File: config.mk
export PLATFORM = sky130hd
export DESIGN_NAME = ccfie_core
export DESIGN_NICKNAME = d
export VERILOG_FILES = /design/src/ccfie_pkg.sv /design/src/ccfie_regstack.sv /design/src/ccfie_core.sv
export VERILOG_INCLUDE_DIRS = /design/src /design/src/src
export SDC_FILE = /design/constraint.sdc
export NUM_CORES = 1
export LEC_CHECK = 0
export BUFFER_PORTS_ARGS = -buffer_cell sky130_fd_sc_hd__buf_2
export CORE_MARGIN = 10
export CORE_UTILIZATION = 55
export DETAILED_ROUTE_END_ITERATION = 12
export PLACE_DENSITY_LB_ADDON = 0.3
export SLEW_MARGIN = 10
export SYNTH_ARGS = -nofsm -noshare
export SYNTH_HDL_FRONTEND = slang
export SYNTH_SLANG_ARGS = --single-unit
File: constraint.sdc
create_clock -name mclk_i -period 8.3 [get_ports mclk_i]
set_input_delay 0 -clock mclk_i [delete_from_list [all_inputs] [get_ports mclk_i]]
set_output_delay 0 -clock mclk_i [all_outputs]
set_load 0.005 [all_outputs]
File: src/ccfie_defines.svh
// Constants for the CPU cycle, flag and interrupt enable block
`ifndef CCFIE_DEFINES_SVH
`define CCFIE_DEFINES_SVH
`define CCFIE_DIV_XTAL      2'd2
`define CCFIE_DIV_RC        2'd1
`define CCFIE_ACC_RST       4'h0
`define CCFIE_FLAG_RST      1'b0
`define CCFIE_MIE_RST       1'b0
`define CCFIE_MIE_BIT       0
`define CCFIE_MIE_REG_W     4
`define CCFIE_STK_DEPTH     16
`define CCFIE_STK_AW        4
`define CCFIE_STK_W         7
`define CCFIE_MAX_CYCLES    2'd3
`define CCFIE_IRQ_N         8
`define CCFIE_WDT_IDX       0
`endif

File: src/ccfie_pkg.sv
// Types for the CPU cycle, flag and interrupt enable block
package ccfie_pkg;
  typedef enum logic [3:0] {
    ST_S1L = 4'h1,
    ST_S1H = 4'h2,
    ST_S2L = 4'h4,
    ST_S2H = 4'h8
  } ccfie_state_t;

  typedef enum logic [3:0] {
    OP_NOP  = 4'h0,
    OP_ADD  = 4'h1,
    OP_SUB  = 4'h2,
    OP_LOAD = 4'h3,
    OP_SWAP = 4'h4,
    OP_PIN  = 4'h5,
    OP_POUT = 4'h6,
    OP_PUSH = 4'h7,
    OP_POP  = 4'h8,
    OP_EI   = 4'h9,
    OP_DI   = 4'ha,
    OP_RTI  = 4'hb
  } ccfie_op_t;
endpackage : ccfie_pkg

File: src/ccfie_regstack.sv
// Register stack for accumulator and flags, with its up/down pointer
`timescale 1ns/10ps
`include "ccfie_defines.svh"
module ccfie_regstack #(
  parameter int W     = `CCFIE_STK_W,
  parameter int DEPTH = `CCFIE_STK_DEPTH,
  parameter int AW    = `CCFIE_STK_AW
) (
  // Clock and reset
  input  wire logic          mclk_i,
  input  wire logic          nrst_i,
  // Push and pop
  input  wire logic          push_i,
  input  wire logic          pop_i,
  input  wire logic [W-1:0]  data_i,
  output logic      [W-1:0]  data_o,
  output logic      [AW-1:0] rsp_o
);
  logic [W-1:0]  mem_r   [DEPTH];
  logic [W-1:0]  mem_nxt [DEPTH];
  logic [AW-1:0] rsp_r;
  logic [AW-1:0] rsp_nxt;
  logic [W-1:0]  out_r;
  logic [W-1:0]  out_nxt;

  always_comb begin
    rsp_nxt = rsp_r;
    out_nxt = out_r;
    if (push_i) begin
      rsp_nxt = rsp_r + 1'b1;
    end else if (pop_i) begin
      rsp_nxt = rsp_r - 1'b1;
      out_nxt = mem_r[rsp_r - 1'b1];
    end
  end

  genvar gi;
  generate
    for (gi = 0; gi < DEPTH; gi++) begin : g_entry
      always_comb begin
        mem_nxt[gi] = mem_r[gi];
        if (push_i && rsp_r == AW'(gi)) begin
          mem_nxt[gi] = data_i;
        end
      end
      always_ff @(posedge mclk_i or negedge nrst_i) begin
        if (!nrst_i) begin
          mem_r[gi] <= '0;
        end else begin
          mem_r[gi] <= mem_nxt[gi];
        end
      end
    end
  endgenerate

  always_ff @(posedge mclk_i or negedge nrst_i) begin
    if (!nrst_i) begin
      rsp_r <= '0;
      out_r <= '0;
    end else begin
      rsp_r <= rsp_nxt;
      out_r <= out_nxt;
    end
  end

  assign data_o = out_nxt;
  assign rsp_o  = rsp_r;
endmodule : ccfie_regstack

File: src/ccfie_core.sv
// CPU machine cycle sequencer, accumulator, flags and global interrupt enable
// Behaviour
// - Machine cycle is two states, each from one system clock falling edge to the next.
// - Instructions take one to three whole machine cycles.
// - System clock from oscillator; crystal halved, RC undivided, in phase.
// - Port write drives new pin value at the rising edge inside the second state.
// - Port read samples while clock high in first state; accumulator loads next cycle.
// - Any low during the capture window latches zero; one needs high throughout.
// - Interrupt sources sampled on falling edge; request set in first half of first state.
// - Accepted interrupt starts its service routine in the next machine cycle.
// - Accumulator clears to zero on reset.
// - Primary pointer push saves accumulator on register stack; pop restores it.
// - Carry, zero and overflow flags are saved and restored with the accumulator.
// - Carry takes add carry or subtract borrow; clears on reset.
// - Zero flag follows accumulator loads of zero; swap leaves it; reset clears.
// - Overflow flag sets when a pointer wraps; reset clears it.
// - Global enable is bit 0 of a 4-bit register; zero blocks all but watchdog.
// - Accepting any interrupt clears the enable; return from handler sets it.
// - Global enable is zero after reset.
// - Enable register is read-only; only enable, mask and return instructions and interrupt accept change it.
// - Register stack pointer is a 4-bit counter, up on push, down on pop.
`timescale 1ns/10ps
`include "ccfie_defines.svh"
module ccfie_core #(
  parameter int IRQ_N   = `CCFIE_IRQ_N,
  parameter int WDT_IDX = `CCFIE_WDT_IDX
) (
  // Clock and reset
  input  wire logic                       mclk_i,
  input  wire logic                       nrst_i,
  // Oscillator source: 1 selects RC, 0 crystal
  input  wire logic                       osc_rc_i,
  output logic                            sysclk_o,
  output logic                            cycle_start_o,
  output logic [3:0]                      state_o,
  // Instruction issue
  input  wire logic                       instr_valid_i,
  input  wire ccfie_pkg::ccfie_op_t       instr_op_i,
  input  wire logic [1:0]                 instr_cycles_i,
  input  wire logic [3:0]                 instr_data_i,
  output logic                            instr_ack_o,
  output logic [3:0]                      swap_data_o,
  // Pointer wrap from pointer logic
  input  wire logic                       ptr_wrap_i,
  // Port pins
  input  wire logic [3:0]                 port_pin_i,
  output logic [3:0]                      port_out_o,
  // Interrupts
  input  wire logic [IRQ_N-1:0]           irq_src_i,
  output logic                            irq_ack_o,
  output logic [$clog2(IRQ_N)-1:0]        irq_id_o,
  // Status
  output logic [3:0]                      acc_o,
  output logic                            carry_o,
  output logic                            zero_o,
  output logic                            ovf_o,
  output logic [`CCFIE_MIE_REG_W-1:0]     global_irq_enable_reg_o,
  output logic [`CCFIE_STK_AW-1:0]        rsp_o
);
  localparam int IW = $clog2(IRQ_N);

  // Timing group
  ccfie_pkg::ccfie_state_t state_r, state_nxt;
  logic       div_r, div_nxt;
  logic [1:0] rc_sync_r, rc_sync_nxt;
  logic [3:0] pin_s1_r, pin_s2_r;
  logic [1:0] div_max;
  logic       tick;
  logic       bnd;

  assign div_max = rc_sync_r[1] ? `CCFIE_DIV_RC : `CCFIE_DIV_XTAL;
  assign tick    = (div_max == `CCFIE_DIV_RC) || div_r;
  assign bnd     = tick && (state_r == ccfie_pkg::ST_S2H);

  always_comb begin
    div_nxt     = rc_sync_r[1] ? 1'b0 : ~div_r;
    rc_sync_nxt = {rc_sync_r[0], osc_rc_i};
    state_nxt   = state_r;
    if (tick) begin
      case (state_r)
        ccfie_pkg::ST_S1L: state_nxt = ccfie_pkg::ST_S1H;
        ccfie_pkg::ST_S1H: state_nxt = ccfie_pkg::ST_S2L;
        ccfie_pkg::ST_S2L: state_nxt = ccfie_pkg::ST_S2H;
        ccfie_pkg::ST_S2H: state_nxt = ccfie_pkg::ST_S1L;
        default:           state_nxt = ccfie_pkg::ST_S1L;
      endcase
    end
  end

  always_ff @(posedge mclk_i or negedge nrst_i) begin
    if (!nrst_i) begin
      state_r   <= ccfie_pkg::ST_S1L;
      div_r     <= 1'b0;
      rc_sync_r <= 2'h0;
      pin_s1_r  <= 4'hf;
      pin_s2_r  <= 4'hf;
    end else begin
      state_r   <= state_nxt;
      div_r     <= div_nxt;
      rc_sync_r <= rc_sync_nxt;
      pin_s1_r  <= port_pin_i;
      pin_s2_r  <= pin_s1_r;
    end
  end

  assign sysclk_o      = (state_r == ccfie_pkg::ST_S1H) || (state_r == ccfie_pkg::ST_S2H);
  assign state_o       = state_r;
  assign cycle_start_o = bnd;

  // Core group
  ccfie_pkg::ccfie_op_t op_r, op_nxt;
  logic [3:0]    acc_r, acc_nxt, opd_r, opd_nxt, cap_r, cap_nxt;
  logic [3:0]    pout_r, pout_nxt, swp_r, swp_nxt;
  logic          c_r, c_nxt, z_r, z_nxt, g_r, g_nxt, mie_r, mie_nxt;
  logic          busy_r, busy_nxt, ack_r, ack_nxt;
  logic [1:0]    cyc_r, cyc_nxt;
  logic [IRQ_N-1:0] req_r, req_nxt, pend, req_clr;
  logic [IW-1:0] id_r, id_nxt, pick;
  logic          done, commit, accept, push, pop;
  logic [4:0]    sum;
  logic [6:0]    stk_out;

  assign done   = !busy_r || (cyc_r == 2'd1);
  assign commit = bnd && busy_r && (cyc_r == 2'd1);
  assign pend   = mie_r ? req_r : (req_r & (IRQ_N'(1) << WDT_IDX));
  assign accept = bnd && done && (pend != '0);
  assign push   = commit && (op_r == ccfie_pkg::OP_PUSH);
  assign pop    = commit && (op_r == ccfie_pkg::OP_POP);
  assign instr_ack_o = bnd && done && !accept && instr_valid_i;

  always_comb begin
    pick = '0;
    for (int i = IRQ_N - 1; i >= 0; i--) begin
      if (pend[i]) begin
        pick = IW'(i);
      end
    end
  end

  always_comb begin
    acc_nxt  = acc_r;
    c_nxt    = c_r;
    z_nxt    = z_r;
    g_nxt    = g_r;
    mie_nxt  = mie_r;
    op_nxt   = op_r;
    opd_nxt  = opd_r;
    cyc_nxt  = cyc_r;
    busy_nxt = busy_r;
    pout_nxt = pout_r;
    swp_nxt  = swp_r;
    cap_nxt  = cap_r;
    id_nxt   = id_r;
    ack_nxt  = 1'b0;
    req_clr  = '0;
    sum      = 5'h00;
    if (tick && state_r == ccfie_pkg::ST_S1L) begin
      cap_nxt = pin_s2_r;
    end else if (state_r == ccfie_pkg::ST_S1H) begin
      cap_nxt = cap_r & pin_s2_r;
    end
    if (tick && state_r == ccfie_pkg::ST_S2L && busy_r && op_r == ccfie_pkg::OP_POUT) begin
      pout_nxt = opd_r;
    end
    if (commit) begin
      case (op_r)
        ccfie_pkg::OP_ADD: begin
          sum     = {1'b0, acc_r} + {1'b0, opd_r};
          acc_nxt = sum[3:0];
          c_nxt   = sum[4];
          z_nxt   = (sum[3:0] == 4'h0);
        end
        ccfie_pkg::OP_SUB: begin
          sum     = {1'b0, acc_r} - {1'b0, opd_r};
          acc_nxt = sum[3:0];
          c_nxt   = sum[4];
          z_nxt   = (sum[3:0] == 4'h0);
        end
        ccfie_pkg::OP_LOAD: begin
          acc_nxt = opd_r;
          z_nxt   = (opd_r == 4'h0);
        end
        ccfie_pkg::OP_SWAP: begin
          swp_nxt = acc_r;
          acc_nxt = opd_r;
        end
        ccfie_pkg::OP_PIN: begin
          acc_nxt = cap_r;
          z_nxt   = (cap_r == 4'h0);
        end
        ccfie_pkg::OP_POP: begin
          {g_nxt, c_nxt, z_nxt, acc_nxt} = stk_out;
        end
        ccfie_pkg::OP_EI:  mie_nxt = 1'b1;
        ccfie_pkg::OP_DI:  mie_nxt = 1'b0;
        ccfie_pkg::OP_RTI: mie_nxt = 1'b1;
        default: ;
      endcase
    end
    if (ptr_wrap_i) begin
      g_nxt = 1'b1;
    end
    if (bnd) begin
      if (accept) begin
        mie_nxt  = 1'b0;
        id_nxt   = pick;
        ack_nxt  = 1'b1;
        req_clr[pick] = 1'b1;
        busy_nxt = 1'b0;
        cyc_nxt  = 2'd0;
        op_nxt   = ccfie_pkg::OP_NOP;
      end else if (done) begin
        busy_nxt = instr_valid_i;
        op_nxt   = instr_valid_i ? instr_op_i : ccfie_pkg::OP_NOP;
        opd_nxt  = instr_data_i;
        cyc_nxt  = (instr_cycles_i == 2'd0) ? 2'd1 : instr_cycles_i;
      end else begin
        cyc_nxt = cyc_r - 2'd1;
      end
    end
    req_nxt = req_r & ~req_clr;
    if (tick && state_r == ccfie_pkg::ST_S2H) begin
      req_nxt = req_nxt | irq_src_i;
    end
  end

  always_ff @(posedge mclk_i or negedge nrst_i) begin
    if (!nrst_i) begin
      acc_r  <= `CCFIE_ACC_RST;
      c_r    <= `CCFIE_FLAG_RST;
      z_r    <= `CCFIE_FLAG_RST;
      g_r    <= `CCFIE_FLAG_RST;
      mie_r  <= `CCFIE_MIE_RST;
      op_r   <= ccfie_pkg::OP_NOP;
      opd_r  <= 4'h0;
      cyc_r  <= 2'd0;
      busy_r <= 1'b0;
      pout_r <= 4'h0;
      swp_r  <= 4'h0;
      cap_r  <= 4'hf;
      id_r   <= '0;
      ack_r  <= 1'b0;
      req_r  <= '0;
    end else begin
      acc_r  <= acc_nxt;
      c_r    <= c_nxt;
      z_r    <= z_nxt;
      g_r    <= g_nxt;
      mie_r  <= mie_nxt;
      op_r   <= op_nxt;
      opd_r  <= opd_nxt;
      cyc_r  <= cyc_nxt;
      busy_r <= busy_nxt;
      pout_r <= pout_nxt;
      swp_r  <= swp_nxt;
      cap_r  <= cap_nxt;
      id_r   <= id_nxt;
      ack_r  <= ack_nxt;
      req_r  <= req_nxt;
    end
  end

  ccfie_regstack u_regstack (
    .mclk_i (mclk_i),
    .nrst_i (nrst_i),
    .push_i (push),
    .pop_i  (pop),
    .data_i ({g_r, c_r, z_r, acc_r}),
    .data_o (stk_out),
    .rsp_o  (rsp_o)
  );

  assign acc_o       = acc_r;
  assign carry_o     = c_r;
  assign zero_o      = z_r;
  assign ovf_o       = g_r;
  assign port_out_o  = pout_r;
  assign swap_data_o = swp_r;
  assign irq_ack_o   = ack_r;
  assign irq_id_o    = id_r;
  assign global_irq_enable_reg_o = {3'h0, mie_r};

  // Checks
  property p_state_walk;
    @(posedge mclk_i) disable iff (!nrst_i)
      (tick && state_r == ccfie_pkg::ST_S2H) |=> (state_r == ccfie_pkg::ST_S1L) ##1 (state_r != ccfie_pkg::ST_S2L);
  endproperty
  a_state_walk: assert property (p_state_walk) else $error("state order broken");

  property p_port_write;
    @(posedge mclk_i) disable iff (!nrst_i)
      (port_out_o != $past(port_out_o)) |-> (state_r == ccfie_pkg::ST_S2H && $past(state_r) == ccfie_pkg::ST_S2L);
  endproperty
  a_port_write: assert property (p_port_write) else $error("port changed outside second state rise");

  property p_pin_load;
    @(posedge mclk_i) disable iff (!nrst_i)
      (commit && op_r == ccfie_pkg::OP_PIN) |=> (acc_o == $past(cap_r) && state_r == ccfie_pkg::ST_S1L);
  endproperty
  a_pin_load: assert property (p_pin_load) else $error("port read not loaded at cycle start");

  property p_capture_low;
    @(posedge mclk_i) disable iff (!nrst_i)
      (state_r == ccfie_pkg::ST_S1H) |=> ((cap_r & ~$past(pin_s2_r)) == 4'h0);
  endproperty
  a_capture_low: assert property (p_capture_low) else $error("low level not captured");

  property p_add;
    @(posedge mclk_i) disable iff (!nrst_i)
      (commit && op_r == ccfie_pkg::OP_ADD) |=> ({carry_o, acc_o} == ({1'b0, $past(acc_r)} + {1'b0, $past(opd_r)}));
  endproperty
  a_add: assert property (p_add) else $error("add result or carry wrong");

  property p_zero;
    @(posedge mclk_i) disable iff (!nrst_i)
      (commit && (op_r == ccfie_pkg::OP_LOAD || op_r == ccfie_pkg::OP_SUB)) |=> (zero_o == (acc_o == 4'h0));
  endproperty
  a_zero: assert property (p_zero) else $error("zero flag does not follow load");

  property p_swap_zero;
    @(posedge mclk_i) disable iff (!nrst_i)
      (commit && op_r == ccfie_pkg::OP_SWAP) |=> $stable(zero_o);
  endproperty
  a_swap_zero: assert property (p_swap_zero) else $error("swap changed zero flag");

  property p_wrap;
    @(posedge mclk_i) disable iff (!nrst_i)
      ptr_wrap_i |=> ovf_o;
  endproperty
  a_wrap: assert property (p_wrap) else $error("overflow flag missed wrap");

  property p_accept_clears;
    @(posedge mclk_i) disable iff (!nrst_i)
      irq_ack_o |-> (!global_irq_enable_reg_o[`CCFIE_MIE_BIT] && $past(bnd) && state_r == ccfie_pkg::ST_S1L);
  endproperty
  a_accept_clears: assert property (p_accept_clears) else $error("accept did not clear enable");

  property p_gate;
    @(posedge mclk_i) disable iff (!nrst_i)
      irq_ack_o |-> ($past(mie_r) || irq_id_o == IW'(WDT_IDX));
  endproperty
  a_gate: assert property (p_gate) else $error("interrupt taken while blocked");

  property p_rti;
    @(posedge mclk_i) disable iff (!nrst_i)
      (commit && op_r == ccfie_pkg::OP_RTI && !accept) |=> global_irq_enable_reg_o == 4'h1;
  endproperty
  a_rti: assert property (p_rti) else $error("return did not set enable");

  property p_push_rsp;
    @(posedge mclk_i) disable iff (!nrst_i)
      push |=> (rsp_o == $past(rsp_o) + 4'h1);
  endproperty
  a_push_rsp: assert property (p_push_rsp) else $error("stack pointer did not count up");

  c_irq:  cover property (@(posedge mclk_i) disable iff (!nrst_i) irq_ack_o);
  c_pin:  cover property (@(posedge mclk_i) disable iff (!nrst_i) commit && op_r == ccfie_pkg::OP_PIN);
  c_pop:  cover property (@(posedge mclk_i) disable iff (!nrst_i) pop);
  c_long: cover property (@(posedge mclk_i) disable iff (!nrst_i) commit && op_r != ccfie_pkg::OP_NOP && $past(cyc_r) == 2'd2);
endmodule : ccfie_core

==> flow_summary.toml <==
[run_status]
status = "finished clean"

[worst_setup_path]
crit_slowest_cell = "dfrtp_2"
cp-end-kind = "register"
cp.arrival_ns = 4.13
crit_required_ns = 8.60
cp_common_cell = "mux4_2"
path_buf_inv = 2
start_kind = "register"
critical-path-max-stage-delay_ns = 1.06
path_delay_family = "multiplexers"
crit_chain = "inv_1 > ha_1 > buf_4 > mux4_2 > mux4_2 > mux2_2 > o22ai_1 > a31oi_1"
crit_type = "reg2reg"
worstPathMaxFanout = 35

[yosys]
ys_types = 69
synth.avg_cell_area_um2 = 13.3
synth-async-reset-ratio_pct = 100
synth_edf_count = 0
postSynthCellCount = 654
synth.yosys.seq_area_share_pct = 50.6
syn_area_um2 = 8730
yosys_warnings = 0
synth_ff_type = "dfrtp_1"
synth_seq_cells = 176

[die]
die_area_um2 = 21300
core_area_um2 = 15400
start_util_pct = 56.8
dieHeight_um = 146
die_x_um = 146
ios = 61
rows = 45

[power]
power_mw = 2.30
power-per-cell-area_nw_per_um2 = 233
vdd_ir_drop_max_uv = 163
p_leak_nw = 4.65

[grt]
grt_overflow = 0
grt.total_usage_pct = 18.8
first_global_vias = 5718
antenna_found_initial = 0
grt_pass1_wl_um = 31700
grt_max_degree = 101

[job]
max_cap_viol_count = 0

[finish]
nNetsFinal = 759
final_layout_size_suffix_gt1_share_pct = 39.5
n_antenna_cell = 0
area_growth_pct = 13.0
fillers = 1144

[cts]
cts.sinks = 176
insertion_delay_ns = 0.44
cts.repair.resized = 0
root_buffer = "clkbuf_16"
cts_setup_buffers = 0
h-tree-depth = 4
cts_tree = "done"
clk_pin_slew_ns = 0.07
cts_buffers = 17
cts_buffer_depth = 2

[route]
dr.pass1.iters = 7
vias = 5682
wirelength_um = 19600
route.detailed.drc = 0
post_drt_via_cell_ratio = 6.04
drt_iter0_drc = 385
ant_nets = 0
wl_per_cell_um = 20.9

[sta]
fin_crit_sh_pct = 46.2
setup_violations = 0
slew_viol_final = 0
worstMarginPinSlew_ns = 1.21
setup_tns_ns = 0
maxSlewHeadroom_pct = 18.6
final.min_clock_period_ns = 3.83
clock_skew_ns = 0.0110
hold_viol = 0
rsz0062_at_grt = "false"
fmax_mhz = 261

[placed_design]
portBuffers = 57
post-dp-hpwl_um = 13100
place.gp.congestion = 0.876

[min_path]
hold_class = "in2reg"
power breakdown:
| part | internal, mW | switching, mW | total (mW) |
|---|---|---|---|
| Combinational | 0.204 | 0.247 | 0.451 |
| Sequential | 0.928 | 0.117 | 1.04 |
| Clock | 0.452 | 0.354 | 0.806 |
| Total | 1.58 | 0.719 | 2.30 |
cells in the mapped netlist, drive strengths merged, types with 13 or more instances:
cell    count  area [um2]
a21oi      20         100
dfrtp     163        4080
o21ai      21         105
buf        22         176
clkbuf     18        87.6
dfstp      13         342
mux2      124        1400
ha         14         175
inv        20        75.1
mux4       34         766
nor2       22        82.6
nand2      40         195
cell type report:
type	count	area (um2)	area share (%)
Sequential cell	176	4420	44.8
Clock inverter	15	173	1.75
Clock buffer	17	425	4.31
Inverter	20	75.1	0.761
Timing Repair Buffer	85	564	5.72
Tap cell	211	264	2.68
Multi-Input combinational cell	416	3950	40.0
per-layer routing:
layer  up-vias  share of wire [%]  GRT usage [%]
met5         -                  0              0
met4         0                1.7           4.65
met3        29                5.5           5.25
met2       182                 47           28.8
met1      2931                 46           25.7
li1       2540                  -              -
logic make-up after synthesis:
group | after synthesis | synth area share (%)
flip-flops | 176 | 50.6
buffers and inverters | 64 | 4.34
adder cells (fa/ha/maj) | 16 | 2.47
XOR/XNOR | 10 | 1.00
AO/OA/AOI/OAI | 104 | 8.14
multiplexers | 161 | 25.1
AND/OR/NAND/NOR | 122 | 8.26
other | 1 | 0.0430
sequential cells by signal, summed over array words and instances (netlist names), 4 cells and up:
name and flops:
pin_s2_r 4, opd_r 4, acc_o 4, pin_s1_r 4, cap_r 4, op_r 4, u_regstack.mem_r 112, state_o 4
swap_data_o 4, req_r 8, u_regstack.rsp_o 4, port_out_o 4
worst paths after layout:
check	start	to	slack [ns]	depth (start not counted)
worst min-delay path	instr_cycles_i[0]	cyc_r[0]$_DFFE_PN0N_	0.05	5
worst min register to register	rc_sync_r[0]$_DFF_PN0_	rc_sync_r[1]$_DFF_PN0_	0.36	0
max in group asynchronous	nrst_i	u_regstack.rsp_o[0]$_DFFE_PN0P_	6.53	3
min in group asynchronous	nrst_i	u_regstack.mem_r[98]$_DFFE_PN0P_	0.23	2
worst max register to register	u_regstack.rsp_o[0]$_DFFE_PN0P_	zero_o$_DFFE_PN0P_	4.47	8
worst max-delay path	u_regstack.rsp_o[0]$_DFFE_PN0P_	zero_o$_DFFE_PN0P_	4.47	8
tightest hold or removal path, stage by stage:
cell and delay (ns):
buf_2 0.08, nor3b_1 0.04, a21oi_1 0.09, o21ai_0 0.10, o22ai_1 0.12
timing repair:
action                                 4_1_cts  5_1_grt
endpoints found under the hold margin      111        0
setup endpoints to repair                    0        0
hold buffers                                25        0
stage by stage:
step	cells	util [%]	hold slack [ns]	setup slack, ns	instance area [um2]
2_1_floorplan	656	-	-0.296	4.66	8740
3_3_place_gp	883	58.7	0.105	4.51	9020
3_5_place_dp	883	58.7	0.107	4.40	9020
4_1_cts	940	64.2	0.0249	4.41	9870
5_1_grt	940	64.2	0.136	4.12	9870
6_report	940	64.2	0.0462	4.47	9870
layout by cell type, fill, tap and decap left out, types with 4 or more instances in the layout:
cell / n
dlygate4sd3_1: 25
nand2b_1: 10
and2_1: 6
o22ai_1: 8
inv_6: 6
clkbuf_16: 17
nor2b_1: 6
a21oi_1: 20
o41ai_1: 4
mux4_2: 34
o22a_1: 6
o21ai_0: 20
mux2_2: 121
ha_1: 14
nor3_1: 7
inv_1: 20
dfrtp_1: 162
buf_2: 56
a22o_1: 10
nand2_2: 9
nor4_1: 4
nand3_4: 4
nand2_1: 28
nor3b_1: 4
nor2_1: 22
dfstp_2: 13
o21a_1: 4
xnor2_1: 7
a21o_1: 7
Note: power is estimated with default switching activity, not from simulation.
